==> src/verilog/pmsc_defs.svh <==
// Constants for the power-management status and control block.
// Assumes an 8-bit register port with three registers at chosen indices.
// Behaviour
// Detect flag, bit 7 of first register, sets on detect event while enabled.
// Writing 1 to detect-ack bit 6 clears detect flag; reads return 0.
// Interrupt request while detect flag and interrupt enable bit 5 are set.
// Reset request when detect flag set, reset enable bit 4 and master enable.
// Stop-enable bit 3 keeps detection running in stop mode.
// Master enable bit 2 turns detect logic on and qualifies other bits.
// Software writes 0 to reserved bit 1 of the first register.
// Bit 0 of first register enables the bandgap buffer.
// Write-once bits accept only the first write after their reset.
// Warning flag bit 7 stays set after the condition until acknowledged.
// Warning-ack bit 6 clears warning flag only while no warning present.
// Warning flag sets on warning, including right after any reset.
// Detect trip select bit 5 is written once after power-on only.
// Warning trip select bit 4 clears on power-on and survives other resets.
// Stop2 recovery flag bit 3 sets on recovery from stop2.
// Writing 1 to stop2 ack bit 2 clears the recovery flag.
// Write-once bit 0 selects stop3 when 0, stop2 when 1.
// Write-once option bit picks watchdog clock: 1-kHz source or bus clock.
// Option bit 3 routes timer external clocks: shared or dedicated.
// Software checks recovery flag and acknowledges before resuming I/O.
`ifndef PMSC_DEFS_SVH
`define PMSC_DEFS_SVH
`define PMSC_ADDR_W        2
`define PMSC_IDX_DETECT    2'h0
`define PMSC_IDX_WARN      2'h1
`define PMSC_IDX_OPT       2'h2
`define PMSC_B_DFLAG       7
`define PMSC_B_DACK        6
`define PMSC_B_DIE         5
`define PMSC_B_DRE         4
`define PMSC_B_DSE         3
`define PMSC_B_DEN         2
`define PMSC_B_BANDGAP_BUFFER_ENABLE        0
`define PMSC_B_WFLAG       7
`define PMSC_B_WACK        6
`define PMSC_B_DTRIP       5
`define PMSC_B_WTRIP       4
`define PMSC_B_S2FLAG      3
`define PMSC_B_S2ACK       2
`define PMSC_B_S2SEL       0
`define PMSC_B_WDCLK       7
`define PMSC_B_TMRCLK      3
`define PMSC_DETECT_RST    8'h1C
`define PMSC_OPT_RST       8'h00
`endif

==> src/verilog/pmsc_pkg.sv <==
// Types for the power-management status and control block.
// Assumes pmsc_defs.svh is included by users of the field positions.
package pmsc_pkg;
   typedef struct packed {
      logic       wr;
      logic       rd;
      logic [1:0] addr;
      logic [7:0] wdata;
   } pmsc_bus_t;

   typedef enum logic [1:0] {
      PMSC_RUN   = 2'b00,
      PMSC_STOP  = 2'b01,
      PMSC_WAKE  = 2'b11
   } pmsc_state_t;
endpackage

==> src/verilog/pmsc_ctrl.sv <==
// Power-management status/control registers: detect, warning, stop2, options.
// Assumes comparator and stop/wake inputs come from other clock domains or
// pins; power-on reset arrives as a separate clocked pulse input POR_EVENT.
`timescale 1ns/1ps
`include "pmsc_defs.svh"
module pmsc_ctrl (
   input  wire logic       CLK,
   input  wire logic       SYS_RST,
   input  wire logic       POR_EVENT,
   input  wire logic       WR,
   input  wire logic       RD,
   input  wire logic [1:0] ADDR,
   input  wire logic [7:0] WDATA,
   output logic      [7:0] RDATA,
   input  wire logic       DETECT_RAW,
   input  wire logic       WARN_RAW,
   input  wire logic       STOP_REQ,
   input  wire logic       WAKE_REQ,
   output logic            IRQ,
   output logic            RST_REQ,
   output logic            DETECT_ON,
   output logic            BANDGAP_ON,
   output logic            DETECT_TRIP,
   output logic            WARN_TRIP,
   output logic            STOP2_MODE,
   output logic            IN_STOP,
   output logic            WDOG_BUSCLK,
   output logic            TMR_DEDICATED
);
   pmsc_pkg::pmsc_bus_t   bus;
   pmsc_pkg::pmsc_state_t state;
   logic [1:0] det_sync, warn_sync, stop_sync, wake_sync;
   logic       det, warn, stop_in, wake_in;
   logic       dflag, die, dre, dse, den, bandgap_buffer_enable;
   logic       wflag, dtrip, wtrip, dtrip_done, s2flag, s2sel, s2_done;
   logic       wdclk, wd_done, tmrclk;
   logic       det_active;
   logic       wr_det, wr_warn, wr_opt;

   assign bus = '{wr: WR, rd: RD, addr: ADDR, wdata: WDATA};

   // Reset images of the detect and option registers
   localparam logic [7:0] DET_RST = `PMSC_DETECT_RST;
   localparam logic [7:0] OPT_RST = `PMSC_OPT_RST;

   // The bus is passed in so the continuous assigns see every change of it
   function automatic logic hit(input pmsc_pkg::pmsc_bus_t b,
                                input logic [1:0]          idx);
      hit = b.wr && (b.addr == idx);
   endfunction

   assign wr_det  = hit(bus, `PMSC_IDX_DETECT);
   assign wr_warn = hit(bus, `PMSC_IDX_WARN);
   assign wr_opt  = hit(bus, `PMSC_IDX_OPT);

   // Two-flop synchronisers; only the second stage is read
   always_ff @(posedge CLK or posedge SYS_RST) begin
      if (SYS_RST) begin
         det_sync  <= 2'h0;
         warn_sync <= 2'h0;
         stop_sync <= 2'h0;
         wake_sync <= 2'h0;
      end else begin
         det_sync  <= {det_sync[0], DETECT_RAW};
         warn_sync <= {warn_sync[0], WARN_RAW};
         stop_sync <= {stop_sync[0], STOP_REQ};
         wake_sync <= {wake_sync[0], WAKE_REQ};
      end
   end
   assign det     = det_sync[1];
   assign warn    = warn_sync[1];
   assign stop_in = stop_sync[1];
   assign wake_in = wake_sync[1];

   // Stop sequencing: run -> stop -> wake (one cycle) -> run
   always_ff @(posedge CLK or posedge SYS_RST) begin
      if (SYS_RST) begin
         state <= pmsc_pkg::PMSC_RUN;
      end else begin
         case (state)
            pmsc_pkg::PMSC_RUN:  if (stop_in) state <= pmsc_pkg::PMSC_STOP;
            pmsc_pkg::PMSC_STOP: if (wake_in) state <= pmsc_pkg::PMSC_WAKE;
            pmsc_pkg::PMSC_WAKE: state <= pmsc_pkg::PMSC_RUN;
            default:             state <= pmsc_pkg::PMSC_RUN;
         endcase
      end
   end
   assign IN_STOP = (state == pmsc_pkg::PMSC_STOP);

   // Detection is off in stop unless stop-enable is set
   assign det_active = den && (!IN_STOP || dse);

   // Detect control register, reset by SYS_RST only, not by POR_EVENT
   always_ff @(posedge CLK or posedge SYS_RST) begin
      if (SYS_RST) begin
         die  <= DET_RST[`PMSC_B_DIE];
         dre  <= DET_RST[`PMSC_B_DRE];
         dse  <= DET_RST[`PMSC_B_DSE];
         den  <= DET_RST[`PMSC_B_DEN];
         bandgap_buffer_enable <= DET_RST[`PMSC_B_BANDGAP_BUFFER_ENABLE];
      end else if (wr_det) begin
         die  <= bus.wdata[`PMSC_B_DIE];
         dre  <= bus.wdata[`PMSC_B_DRE];
         dse  <= bus.wdata[`PMSC_B_DSE];
         den  <= bus.wdata[`PMSC_B_DEN];
         bandgap_buffer_enable <= bus.wdata[`PMSC_B_BANDGAP_BUFFER_ENABLE];
      end
   end

   // Set wins over the acknowledge in the same cycle
   always_ff @(posedge CLK or posedge SYS_RST) begin
      if (SYS_RST) begin
         dflag <= 1'b0;
      end else if (det_active && det) begin
         dflag <= 1'b1;
      end else if (!den) begin
         dflag <= 1'b0;
      end else if (wr_det && bus.wdata[`PMSC_B_DACK]) begin
         dflag <= 1'b0;
      end
   end

   assign IRQ        = dflag && die;
   assign RST_REQ    = dflag && dre && den;
   assign DETECT_ON  = det_active;
   assign BANDGAP_ON = bandgap_buffer_enable;

   // Warning flag: a present warning holds it set, including just after reset
   always_ff @(posedge CLK or posedge SYS_RST) begin
      if (SYS_RST) begin
         wflag <= 1'b0;
      end else if (warn) begin
         wflag <= 1'b1;
      end else if (wr_warn && bus.wdata[`PMSC_B_WACK]) begin
         wflag <= 1'b0;
      end
   end

   // Trip selects survive ordinary resets; only power-on clears them
   always_ff @(posedge CLK) begin
      if (POR_EVENT) begin
         dtrip      <= 1'b0;
         dtrip_done <= 1'b0;
         wtrip      <= 1'b0;
      end else if (wr_warn) begin
         wtrip <= bus.wdata[`PMSC_B_WTRIP];
         if (!dtrip_done) begin
            dtrip      <= bus.wdata[`PMSC_B_DTRIP];
            dtrip_done <= 1'b1;
         end
      end
   end
   assign DETECT_TRIP = dtrip;
   assign WARN_TRIP   = wtrip;

   // Stop2 select is write-once per reset
   always_ff @(posedge CLK or posedge SYS_RST) begin
      if (SYS_RST) begin
         s2sel   <= 1'b0;
         s2_done <= 1'b0;
      end else if (wr_warn && !s2_done) begin
         s2sel   <= bus.wdata[`PMSC_B_S2SEL];
         s2_done <= 1'b1;
      end
   end
   assign STOP2_MODE = s2sel;

   // Recovery flag set on wake from a stop2 entry; set beats acknowledge
   always_ff @(posedge CLK or posedge SYS_RST) begin
      if (SYS_RST) begin
         s2flag <= 1'b0;
      end else if (state == pmsc_pkg::PMSC_WAKE && s2sel) begin
         s2flag <= 1'b1;
      end else if (wr_warn && bus.wdata[`PMSC_B_S2ACK]) begin
         s2flag <= 1'b0;
      end
   end

   // Option register: watchdog clock write-once, timer routing free
   always_ff @(posedge CLK or posedge SYS_RST) begin
      if (SYS_RST) begin
         wdclk   <= OPT_RST[`PMSC_B_WDCLK];
         wd_done <= 1'b0;
         tmrclk  <= OPT_RST[`PMSC_B_TMRCLK];
      end else if (wr_opt) begin
         tmrclk <= bus.wdata[`PMSC_B_TMRCLK];
         if (!wd_done) begin
            wdclk   <= bus.wdata[`PMSC_B_WDCLK];
            wd_done <= 1'b1;
         end
      end
   end
   assign WDOG_BUSCLK   = wdclk;
   assign TMR_DEDICATED = tmrclk;

   // Read data one cycle after the read strobe; ack bits and bit 1 read 0
   always_ff @(posedge CLK or posedge SYS_RST) begin
      if (SYS_RST) begin
         RDATA <= 8'h00;
      end else if (bus.rd) begin
         RDATA <= 8'h00;
         case (bus.addr)
            `PMSC_IDX_DETECT: begin
               RDATA[`PMSC_B_DFLAG] <= dflag;
               RDATA[`PMSC_B_DIE]   <= die;
               RDATA[`PMSC_B_DRE]   <= dre;
               RDATA[`PMSC_B_DSE]   <= dse;
               RDATA[`PMSC_B_DEN]   <= den;
               RDATA[`PMSC_B_BANDGAP_BUFFER_ENABLE]  <= bandgap_buffer_enable;
            end
            `PMSC_IDX_WARN: begin
               RDATA[`PMSC_B_WFLAG]  <= wflag;
               RDATA[`PMSC_B_DTRIP]  <= dtrip;
               RDATA[`PMSC_B_WTRIP]  <= wtrip;
               RDATA[`PMSC_B_S2FLAG] <= s2flag;
               RDATA[`PMSC_B_S2SEL]  <= s2sel;
            end
            `PMSC_IDX_OPT: begin
               RDATA[`PMSC_B_WDCLK]  <= wdclk;
               RDATA[`PMSC_B_TMRCLK] <= tmrclk;
            end
            default: RDATA <= 8'h00;
         endcase
      end else begin
         RDATA <= 8'h00;
      end
   end
endmodule // pmsc_ctrl

==> config.mk <==
export PLATFORM = sky130hd
export DESIGN_NAME = pmsc_ctrl
export DESIGN_NICKNAME = d
export VERILOG_FILES = /design/src/verilog/pmsc_pkg.sv /design/src/verilog/pmsc_ctrl.sv
export VERILOG_INCLUDE_DIRS = /design/src /design/src/verilog
export SDC_FILE = /design/constraint.sdc
export NUM_CORES = 1
export LEC_CHECK = 0
export BUFFER_PORTS_ARGS = -buffer_cell sky130_fd_sc_hd__clkbuf_2
export CORE_UTILIZATION = 30
export DETAILED_ROUTE_END_ITERATION = 10
export PLACE_DENSITY_LB_ADDON = 0.1
export SLEW_MARGIN = 15
export SYNTH_ARGS = -nofsm -noshare
export SYNTH_HDL_FRONTEND = slang
export SYNTH_SLANG_ARGS = --single-unit
export TNS_END_PERCENT = 20
==> constraint.sdc <==
create_clock -name CLK -period 1.15 [get_ports CLK]
set_clock_uncertainty 0.05 [all_clocks]
set_input_delay 0.115 -clock CLK [delete_from_list [all_inputs] [get_ports CLK]]
set_output_delay 0.115 -clock CLK [all_outputs]
set_load 0.01 [all_outputs]
==> impl_metrics.json, run 1 <==
{
  "grt_antenna_before_repair": 0,
  "synth_top_cell_by_area": "dfrtp_1",
  "yosys_register_bits": 32,
  "slowest_stage": "dfstp_2",
  "worstPathArrival_ns": 1.13,
  "grt_overflow": 0,
  "setup_violations": 3,
  "violated_checks": "setup timing",
  "globalplace.congestion": 0.723,
  "clock_sink_count": 32,
  "synthesis.area_um2": 1280,
  "io_buf_count": 33,
  "type_of_the_worst_setup_path": "flip-flop to output port",
  "share_clk_of_total_power_pct": 30.0,
  "crit_chain": "nor3b_2 -> nor2b_1 -> buf_2",
  "tritoncts": "done",
  "core-area_um2": 4060,
  "power.sequential.fraction_pct": 50.5,
  "yosys.area.top_type_share_pct": 50.9,
  "global_route.usage.total_pct": 14.0,
  "io_pins": 37,
  "switching_power_of_the_nets_uw": 701,
  "cts.clk_slew.worst_paths_ns": 0.06,
  "numCtsBuffers": 5,
  "cellPowerDensity_nw_per_um2": 1540,
  "grt_max_degree": 30,
  "postSynthCellCount": 96,
  "rsz0062_at_grt": "yes",
  "die_width_um": 67.3,
  "grt_busiest_layer": "met2",
  "clk_root_buffer_cell": "clkbuf_8",
  "startpoint_type_of_the_worst_setup_path": "flip-flop",
  "postLayoutCellArea_um2": 1760,
  "die_y_um": 67.3,
  "placementRows": 23,
  "fp.dieArea_um2": 4520,
  "met1_capacity_usage_during_global_routing_pct": 18.2,
  "post_drt_wl_per_cell_um": 13.4,
  "leakagePower_uw": 0.000841,
  "internal_power_uw": 2010,
  "synth_cell_type_count": 24,
  "hold_viol_final": 0,
  "insertedDiodeCount": 0,
  "maxCapViolCount": 0,
  "critPathRequiredTime_ns": 0.99,
  "share_comb_of_total_power_pct": 19.4,
  "timing.final.crit_share_pct": 113,
  "seq_area_frac_synth_pct": 61.8,
  "use_met2_pct": 21.5,
  "clock_tree.buffer_depth": 2,
  "worstSetupEndpointType": "output port",
  "ant_nets": 0,
  "drive_above_1_share_pct": 46.1,
  "worstSkewPairLatency_ns": 0.28,
  "synthesis.yosys.warnings": 0,
  "run_status": "finished with violations",
  "min_period_ns": 1.30,
  "min_path_type": "input port to flip-flop",
  "layout.cells.most_common_list": "30 x clkbuf_2, 26 x dfrtp_1, 11 x buf_4",
  "netlist_top_cells_area": "dfrtp_1 51%, mux2_2 7.1%, dfstp_2 6.2%",
  "global_route_wire_length_before_repair_um": 4470,
  "dp_hpwl_um": 2000,
  "worst_setup_slack_after_placement_ns": -0.0150,
  "peakVddDrop_mv": 0.817,
  "max_clock_freq_ghz": 0.772,
  "route.final.wire_length_um": 2730,
  "syn-mean-instance-area_um2": 13.3,
  "slowest_delay_ns": 0.55,
  "globalRouteMet3Util_pct": 4.56,
  "layout_commonest_cell": "clkbuf_2",
  "drv_slew": 0,
  "start_util_pct": 31.5,
  "synthToLayoutAreaGrowth_pct": 38.0,
  "detailedRoute.firstIterationViolations": 13,
  "route.detailed.drc": 0,
  "route.vias.total": 914,
  "critPathMaxFanout": 3,
  "htreeDepth": 2,
  "post_dp_cell_area_um2": 1570,
  "netSwitchingFraction_pct": 25.9,
  "finalNetCount": 172,
  "via_count_of_the_first_global_routing_pass": 903,
  "detailedRoute.firstPassIterationCount": 4,
  "worst_slack_ns": -0.146,
  "drt-vias-per-instance": 4.48
}
state kept, by name, indices dropped and copies added (netlist names):
register and cells:
RDATA 6, det_sync 2, state 2, stop_sync 2, wake_sync 2, warn_sync 2
BANDGAP_ON 1, DETECT_TRIP 1, STOP2_MODE 1, TMR_DEDICATED 1, WARN_TRIP 1, WDOG_BUSCLK 1
den 1, dflag 1, die 1, dre 1, dse 1, dtrip_done 1
s2_done 1, s2flag 1, wd_done 1, wflag 1
critical path, delay by kind of cell (launching register included):
family | cells | cell delay, ns
buffers and inverters | 1 | 0.14
AND/OR/NAND/NOR | 2 | 0.17
flip-flops | 1 | 0.55
synth_stat cells, drive strengths merged:
cell type   n
dfrtp      26
nand2b      9
mux2        8
mux2i       7
nor2        6
and4bb      4
buf         4
nand2       4
dfstp       3
dfxtp       3
inv         3
nor3b       3
o22ai       3
and2        2
nand3b      2
nor2b       2
a21oi       1
a31oi       1
a32o        1
and3        1
and3b       1
conb        1
nand4b      1
repair_timing:
item / in CTS / in global routing
gates resized for setup: 7 / 5
pin swaps: 3 / 0
hold buffers: 7 / 0
setup endpoints to repair: 6 / 6
endpoints found under the hold margin: 32 / 0
setup buffers: 0 / 1
routing by layer:
layer / routed length [um] / share of wire [%]
met5: 0 / 0
met4: 42 / 1.5
met3: 131 / 4.8
met2: 1300 / 48
met1: 1250 / 46
through the flow:
step,cells,hold slack [ns],utilization (%),total power (uW),TNS (ns)
3_3_place_gp,188,0.131,38.7,1830,0
6_report,204,0.0298,43.4,2710,-0.291
2_1_floorplan,97,0.0964,-,1620,0
3_5_place_dp,188,0.144,38.7,1840,-0.0200
5_1_grt,204,0.0323,43.4,2860,-0.528
4_1_cts,203,0.0139,43.0,2730,-0.435
logic make-up (layout without fill, tap and decap cells):
family          count (synthesis)  count (layout)  synth area share, %
simple gates                   35              35                 19.0
flops                          32              32                 61.8
mux                            15              15                 12.5
buf+inv                         7              64                 3.23
compound gates                  6               6                 3.13
other cells                     1               2                0.294
path summary, 6_finish.rpt:
kind                            slack [ns]           end          from  depth (start not counted)
worst max-delay path                 -0.15     DETECT_ON           dse                          3
worst min-delay path                  0.03   WDOG_BUSCLK      WDATA[7]                          2
worst max register to register           0   WDOG_BUSCLK       wd_done                          2
worst min register to register        0.30  stop_sync[1]  stop_sync[0]                          0
max in group asynchronous             0.35           den       SYS_RST                          4
min in group asynchronous             0.38   det_sync[0]       SYS_RST                          4
power by group through the flow:
stage	combinational [uW]	sequential [uW]	clock (uW)
after global placement	448	1380	0
after CTS	509	1370	850
after floorplan	232	1390	0
after detailed placement	455	1390	0
after global routing	581	1390	887
final	527	1370	813
final cells by class:
cell class / instances / area [um2]
inverters: 3 / 11.3
repair buffers: 53 / 347
multi-input cells: 58 / 473
fillers: 395 / 2290
well taps: 50 / 62.6
flip-flops and latches: 32 / 790
clock buffers: 8 / 80.1
Note: power is estimated with default switching activity, not from simulation.
==> run 2: changes to the inputs <==
- ABC_CLOCK_PERIOD_IN_PS: unset -> 1700
- CTS_CLUSTER_DIAMETER: unset -> 60
- clock period: 1.15 -> 1.7 ns (I/O delays scaled with it)
==> impl_metrics.json, run 2 (synthesized netlist as in run 1, its figures left out) <==
{
  "timing.reg2reg.setup_slack_ns": 0.52,
  "clock_tree.buffer_depth": 2,
  "drive_above_1_share_pct": 41.1,
  "route.final.wire_length_um": 2660,
  "post_drt_wl_per_cell_um": 13.9,
  "hold_viol_final": 0,
  "top_register": "RDATA",
  "holdCritStartpoint": "WDATA[6]",
  "placementRows": 23,
  "dp_hpwl_um": 1850,
  "grt_antenna_before_repair": 0,
  "route.vias.total": 895,
  "rsz0062_at_grt": "no",
  "multi_input_area_um2": 450,
  "detailedRoute.firstPassIterationCount": 4,
  "setup_violations": 0,
  "type_of_the_worst_setup_path": "flip-flop to output port",
  "leakagePower_uw": 0.000764,
  "maxCapViolCount": 0,
  "fp.dieArea_um2": 4520,
  "final_core_utilization_pct": 40.3,
  "cts.clk_slew.worst_paths_ns": 0.06,
  "fillCellCount": 424,
  "drv_slew": 0,
  "finalNetCount": 159,
  "synthToLayoutAreaGrowth_pct": 27.9,
  "clock_sink_count": 32,
  "critPathRequiredTime_ns": 1.48,
  "grt_max_degree": 30,
  "critPathMaxFanout": 4,
  "detailedRoute.firstIterationViolations": 37,
  "global_route_wire_length_before_repair_um": 4380,
  "cellPowerDensity_nw_per_um2": 1100,
  "max_clock_freq_ghz": 0.711,
  "min_path_cells": 2,
  "post_layout_nonfiller_instances": 191,
  "start_util_pct": 31.5,
  "tritoncts": "done",
  "run_status": "finished, final reports clean",
  "worstPathArrival_ns": 1.19,
  "largest_register_ffs": 6,
  "route.detailed.drc": 0,
  "numCtsBuffers": 5,
  "min_delay_worst_endpoint": "wflag",
  "timing.final.crit_share_pct": 82.8,
  "die_width_um": 67.3,
  "grt_overflow": 0,
  "startpoint_type_of_the_worst_setup_path": "flip-flop",
  "aggregate_negative_setup_slack_ns": 0,
  "worstSetupEndpointType": "output port",
  "numPlacedInstances": 178,
  "io_buf_count": 33,
  "globalplace.congestion": 0.694,
  "ant_nets": 0,
  "peakVddDrop_mv": 0.560,
  "worstRegToRegCells": 2,
  "die_y_um": 67.3,
  "worstSkewPairLatency_ns": 0.28,
  "core-area_um2": 4060,
  "reg2reg_from": "s2_done",
  "seq_area_um2": 790,
  "clk_root_buffer_cell": "clkbuf_8",
  "io_pins": 37,
  "min_period_ns": 1.41,
  "htreeDepth": 2,
  "layout.cells.most_common_list": "33 x clkbuf_2, 26 x dfrtp_1, 9 x nand2b_1",
  "drt-vias-per-instance": 4.69,
  "via_count_of_the_first_global_routing_pass": 881,
  "global_route.usage.total_pct": 14.0,
  "insertedDiodeCount": 0,
  "timing.rr.end": "STOP2_MODE",
  "layout_commonest_cell": "clkbuf_2",
  "min_path_type": "input port to flip-flop"
}
## run 2: report_power, final
part,switching (uW),internal [uW],total (uW),leakage [uW]
clock network,257,330,586,0.0000455
logic,133,146,279,0.000352
registers,66.5,861,928,0.000366
## run 2: how the worst max path moves through the flow
stage                        start          to  slack (ns)  cells after the start
final                     state[1]   DETECT_ON        0.29                      3
after global routing      state[1]   DETECT_ON        0.13                      3
after CTS                 state[1]   DETECT_ON        0.23                      3
after detailed placement   ADDR[0]         die        0.35                      3
after global placement     ADDR[0]  BANDGAP_ON        0.34                      3
after floorplan            s2_done  STOP2_MODE        0.59                      2
## run 2: routing by layer
layer  track usage (%)  up-vias  wire length (um)
li1                  -      415                 -
met1              17.3      447              1190
met2              21.8       28              1280
met3              5.57        5               149
met4              5.59        0                42
met5                 0        -                 0
## run 2: repair_timing
action	CTS	global route
hold buffers	5	0
resized for setup	0	0
hold endpoints to repair	30	0
buffers inserted	0	0
## run 2: cell type report
cell class | count | share of cell area [%]
flip-flops and latches | 32 | 48.3
inverters | 3 | 0.689
multi-input cells | 58 | 27.6
clock buffers | 8 | 5.51
repair buffers | 40 | 14.1
well taps | 50 | 3.83
## run 2: per-stage QoR
step	cell area [um2]	hold slack (ns)	total power (uW)	setup slack, ns
5_1_grt	1630	0.0351	1910	0.128
6_report	1630	0.0433	1790	0.293
2_1_floorplan	1280	0.151	1090	0.593
4_1_cts	1630	0.0382	1830	0.229
3_3_place_gp	1490	0.188	1210	0.338
3_5_place_dp	1490	0.201	1220	0.345
## run 2: critical path: stages (launching register included)
cell and delay, ns:
dfrtp_1 0.41, nor3b_1 0.28, nor2b_1 0.09, clkbuf_2 0.13
==> run 3: changes to the inputs <==
- ABC_CLOCK_PERIOD_IN_PS: 1700 -> 1200
- clock period: 1.7 -> 1.2 ns (I/O delays scaled with it)
==> impl_metrics.json, run 3 (synthesized netlist as in run 1, its figures left out) <==
{
  "run_status": "finished with violations",
  "violated_checks": "setup timing",
  "via_count_of_the_first_global_routing_pass": 884,
  "final_core_utilization_pct": 42.1,
  "io_pins": 37,
  "clk_root_buffer_cell": "clkbuf_8",
  "worstPathArrival_ns": 1.13,
  "route.final.wire_length_um": 2600,
  "cellPowerDensity_nw_per_um2": 1480,
  "dp_hpwl_um": 1900,
  "fp.dieArea_um2": 4520,
  "clock_sink_count": 32,
  "route.vias.total": 878,
  "hold_viol_final": 0,
  "htreeDepth": 2,
  "critPathRequiredTime_ns": 1.03,
  "fillCellCount": 395,
  "post_drt_wl_per_cell_um": 12.9,
  "rsz0062_at_grt": "yes",
  "core-area_um2": 4060,
  "placementRows": 23,
  "min_path_type": "input port to flip-flop",
  "type_of_the_worst_setup_path": "flip-flop to output port",
  "grt_max_degree": 30,
  "min_period_ns": 1.30,
  "route.met3.wl_um": 126,
  "finalNetCount": 169,
  "worst_slack_ns": -0.0970,
  "globalplace.congestion": 0.698,
  "clock_tree.buffer_depth": 2,
  "drive_above_1_share_pct": 45.0,
  "min_path_cells": 2,
  "post_dp_cell_area_um2": 1550,
  "insertedDiodeCount": 0,
  "max_clock_freq_ghz": 0.771,
  "ant_nets": 0,
  "worstSkewPairLatency_ns": 0.28,
  "route.detailed.drc": 0,
  "top_register": "RDATA",
  "largest_register_ffs": 6,
  "critPathMaxFanout": 3,
  "io_buf_count": 33,
  "start_util_pct": 31.5,
  "detailedRoute.firstIterationViolations": 24,
  "detailroute.wirelength.met2_um": 1230,
  "global_route_wire_length_before_repair_um": 4330,
  "startpoint_type_of_the_worst_setup_path": "flip-flop",
  "cts.clk_slew.worst_paths_ns": 0.06,
  "tritoncts": "done",
  "timing.final.crit_share_pct": 108,
  "grt_antenna_before_repair": 0,
  "global_route.usage.total_pct": 13.6,
  "maxUsedRoutingLayer": "met4",
  "die_y_um": 67.3,
  "layout.cells.most_common_list": "30 x clkbuf_2, 26 x dfrtp_1, 11 x buf_4",
  "worst_setup_slack_after_placement_ns": 0.0518,
  "worstSetupEndpointType": "output port",
  "leakagePower_uw": 0.000811,
  "drt-vias-per-instance": 4.37,
  "totalPowerFinal_uw": 2530,
  "drv_slew": 0,
  "detailedRoute.firstPassIterationCount": 4,
  "layout_commonest_cell": "clkbuf_2",
  "peakVddDrop_mv": 0.665,
  "grt_overflow": 0,
  "die_width_um": 67.3,
  "setup_violations": 3,
  "worstRegToRegCells": 2,
  "met1_length_um": 1200,
  "maxCapViolCount": 0,
  "synthToLayoutAreaGrowth_pct": 33.8,
  "numCtsBuffers": 5,
  "postLayoutCellArea_um2": 1710
}
run 3: cell type report:
| class | count | area (um2) | area share, % |
|---|---|---|---|
| inverters | 3 | 11.3 | 0.659 |
| flip-flops and latches | 32 | 790 | 46.2 |
| multi-input cells | 58 | 458 | 26.8 |
| repair buffers | 50 | 308 | 18.0 |
| clock buffers | 8 | 80.1 | 4.69 |
| well taps | 50 | 62.6 | 3.66 |
run 3: report_power, final:
part / internal, uW / switching [uW]
Sequential: 1220 / 90.4
Combinational: 242 / 203
Clock: 411 / 365
run 3: path summary, 6_finish.rpt:
kind	slack [ns]	from	to
worst max-delay path	-0.1	dse	DETECT_ON
worst min register to register	0.30	warn_sync[0]	warn_sync[1]
worst min-delay path	0.01	POR_EVENT	dtrip_done
max in group asynchronous	0.40	SYS_RST	dse
min in group asynchronous	0.39	SYS_RST	det_sync[0]
worst max register to register	0.04	wd_done	WDOG_BUSCLK
run 3: timing repair:
item	in CTS	in global routing
endpoints found under the hold margin	31	0
resized for setup	1	4
setup endpoints to repair	3	4
setup buffers	0	1
hold buffers	6	0
pin swaps	0	1
run 3: critical path, cell delays in order, from the launching register on:
cell	delay (ns)
dfstp_2	0.55
nor3b_2	0.06
nor2b_1	0.10
buf_2	0.14
run 3: per-layer routing:
metal,track usage (%),vias to the layer above
met5,0,-
met3,4.56,5
met2,21.0,23
met4,6.38,0
met1,17.0,415
li1,-,435
run 3: per-stage QoR:
| step | hold WS, ns | setup TNS (ns) | std cells |
|---|---|---|---|
| final | 0.0127 | -0.218 | 201 |
| after global routing | 0.0237 | -0.371 | 201 |
| after CTS | 0.00133 | -0.367 | 200 |
| after detailed placement | 0.145 | 0 | 186 |
| after global placement | 0.139 | 0 | 186 |
| after floorplan | 0.101 | 0 | 97 |
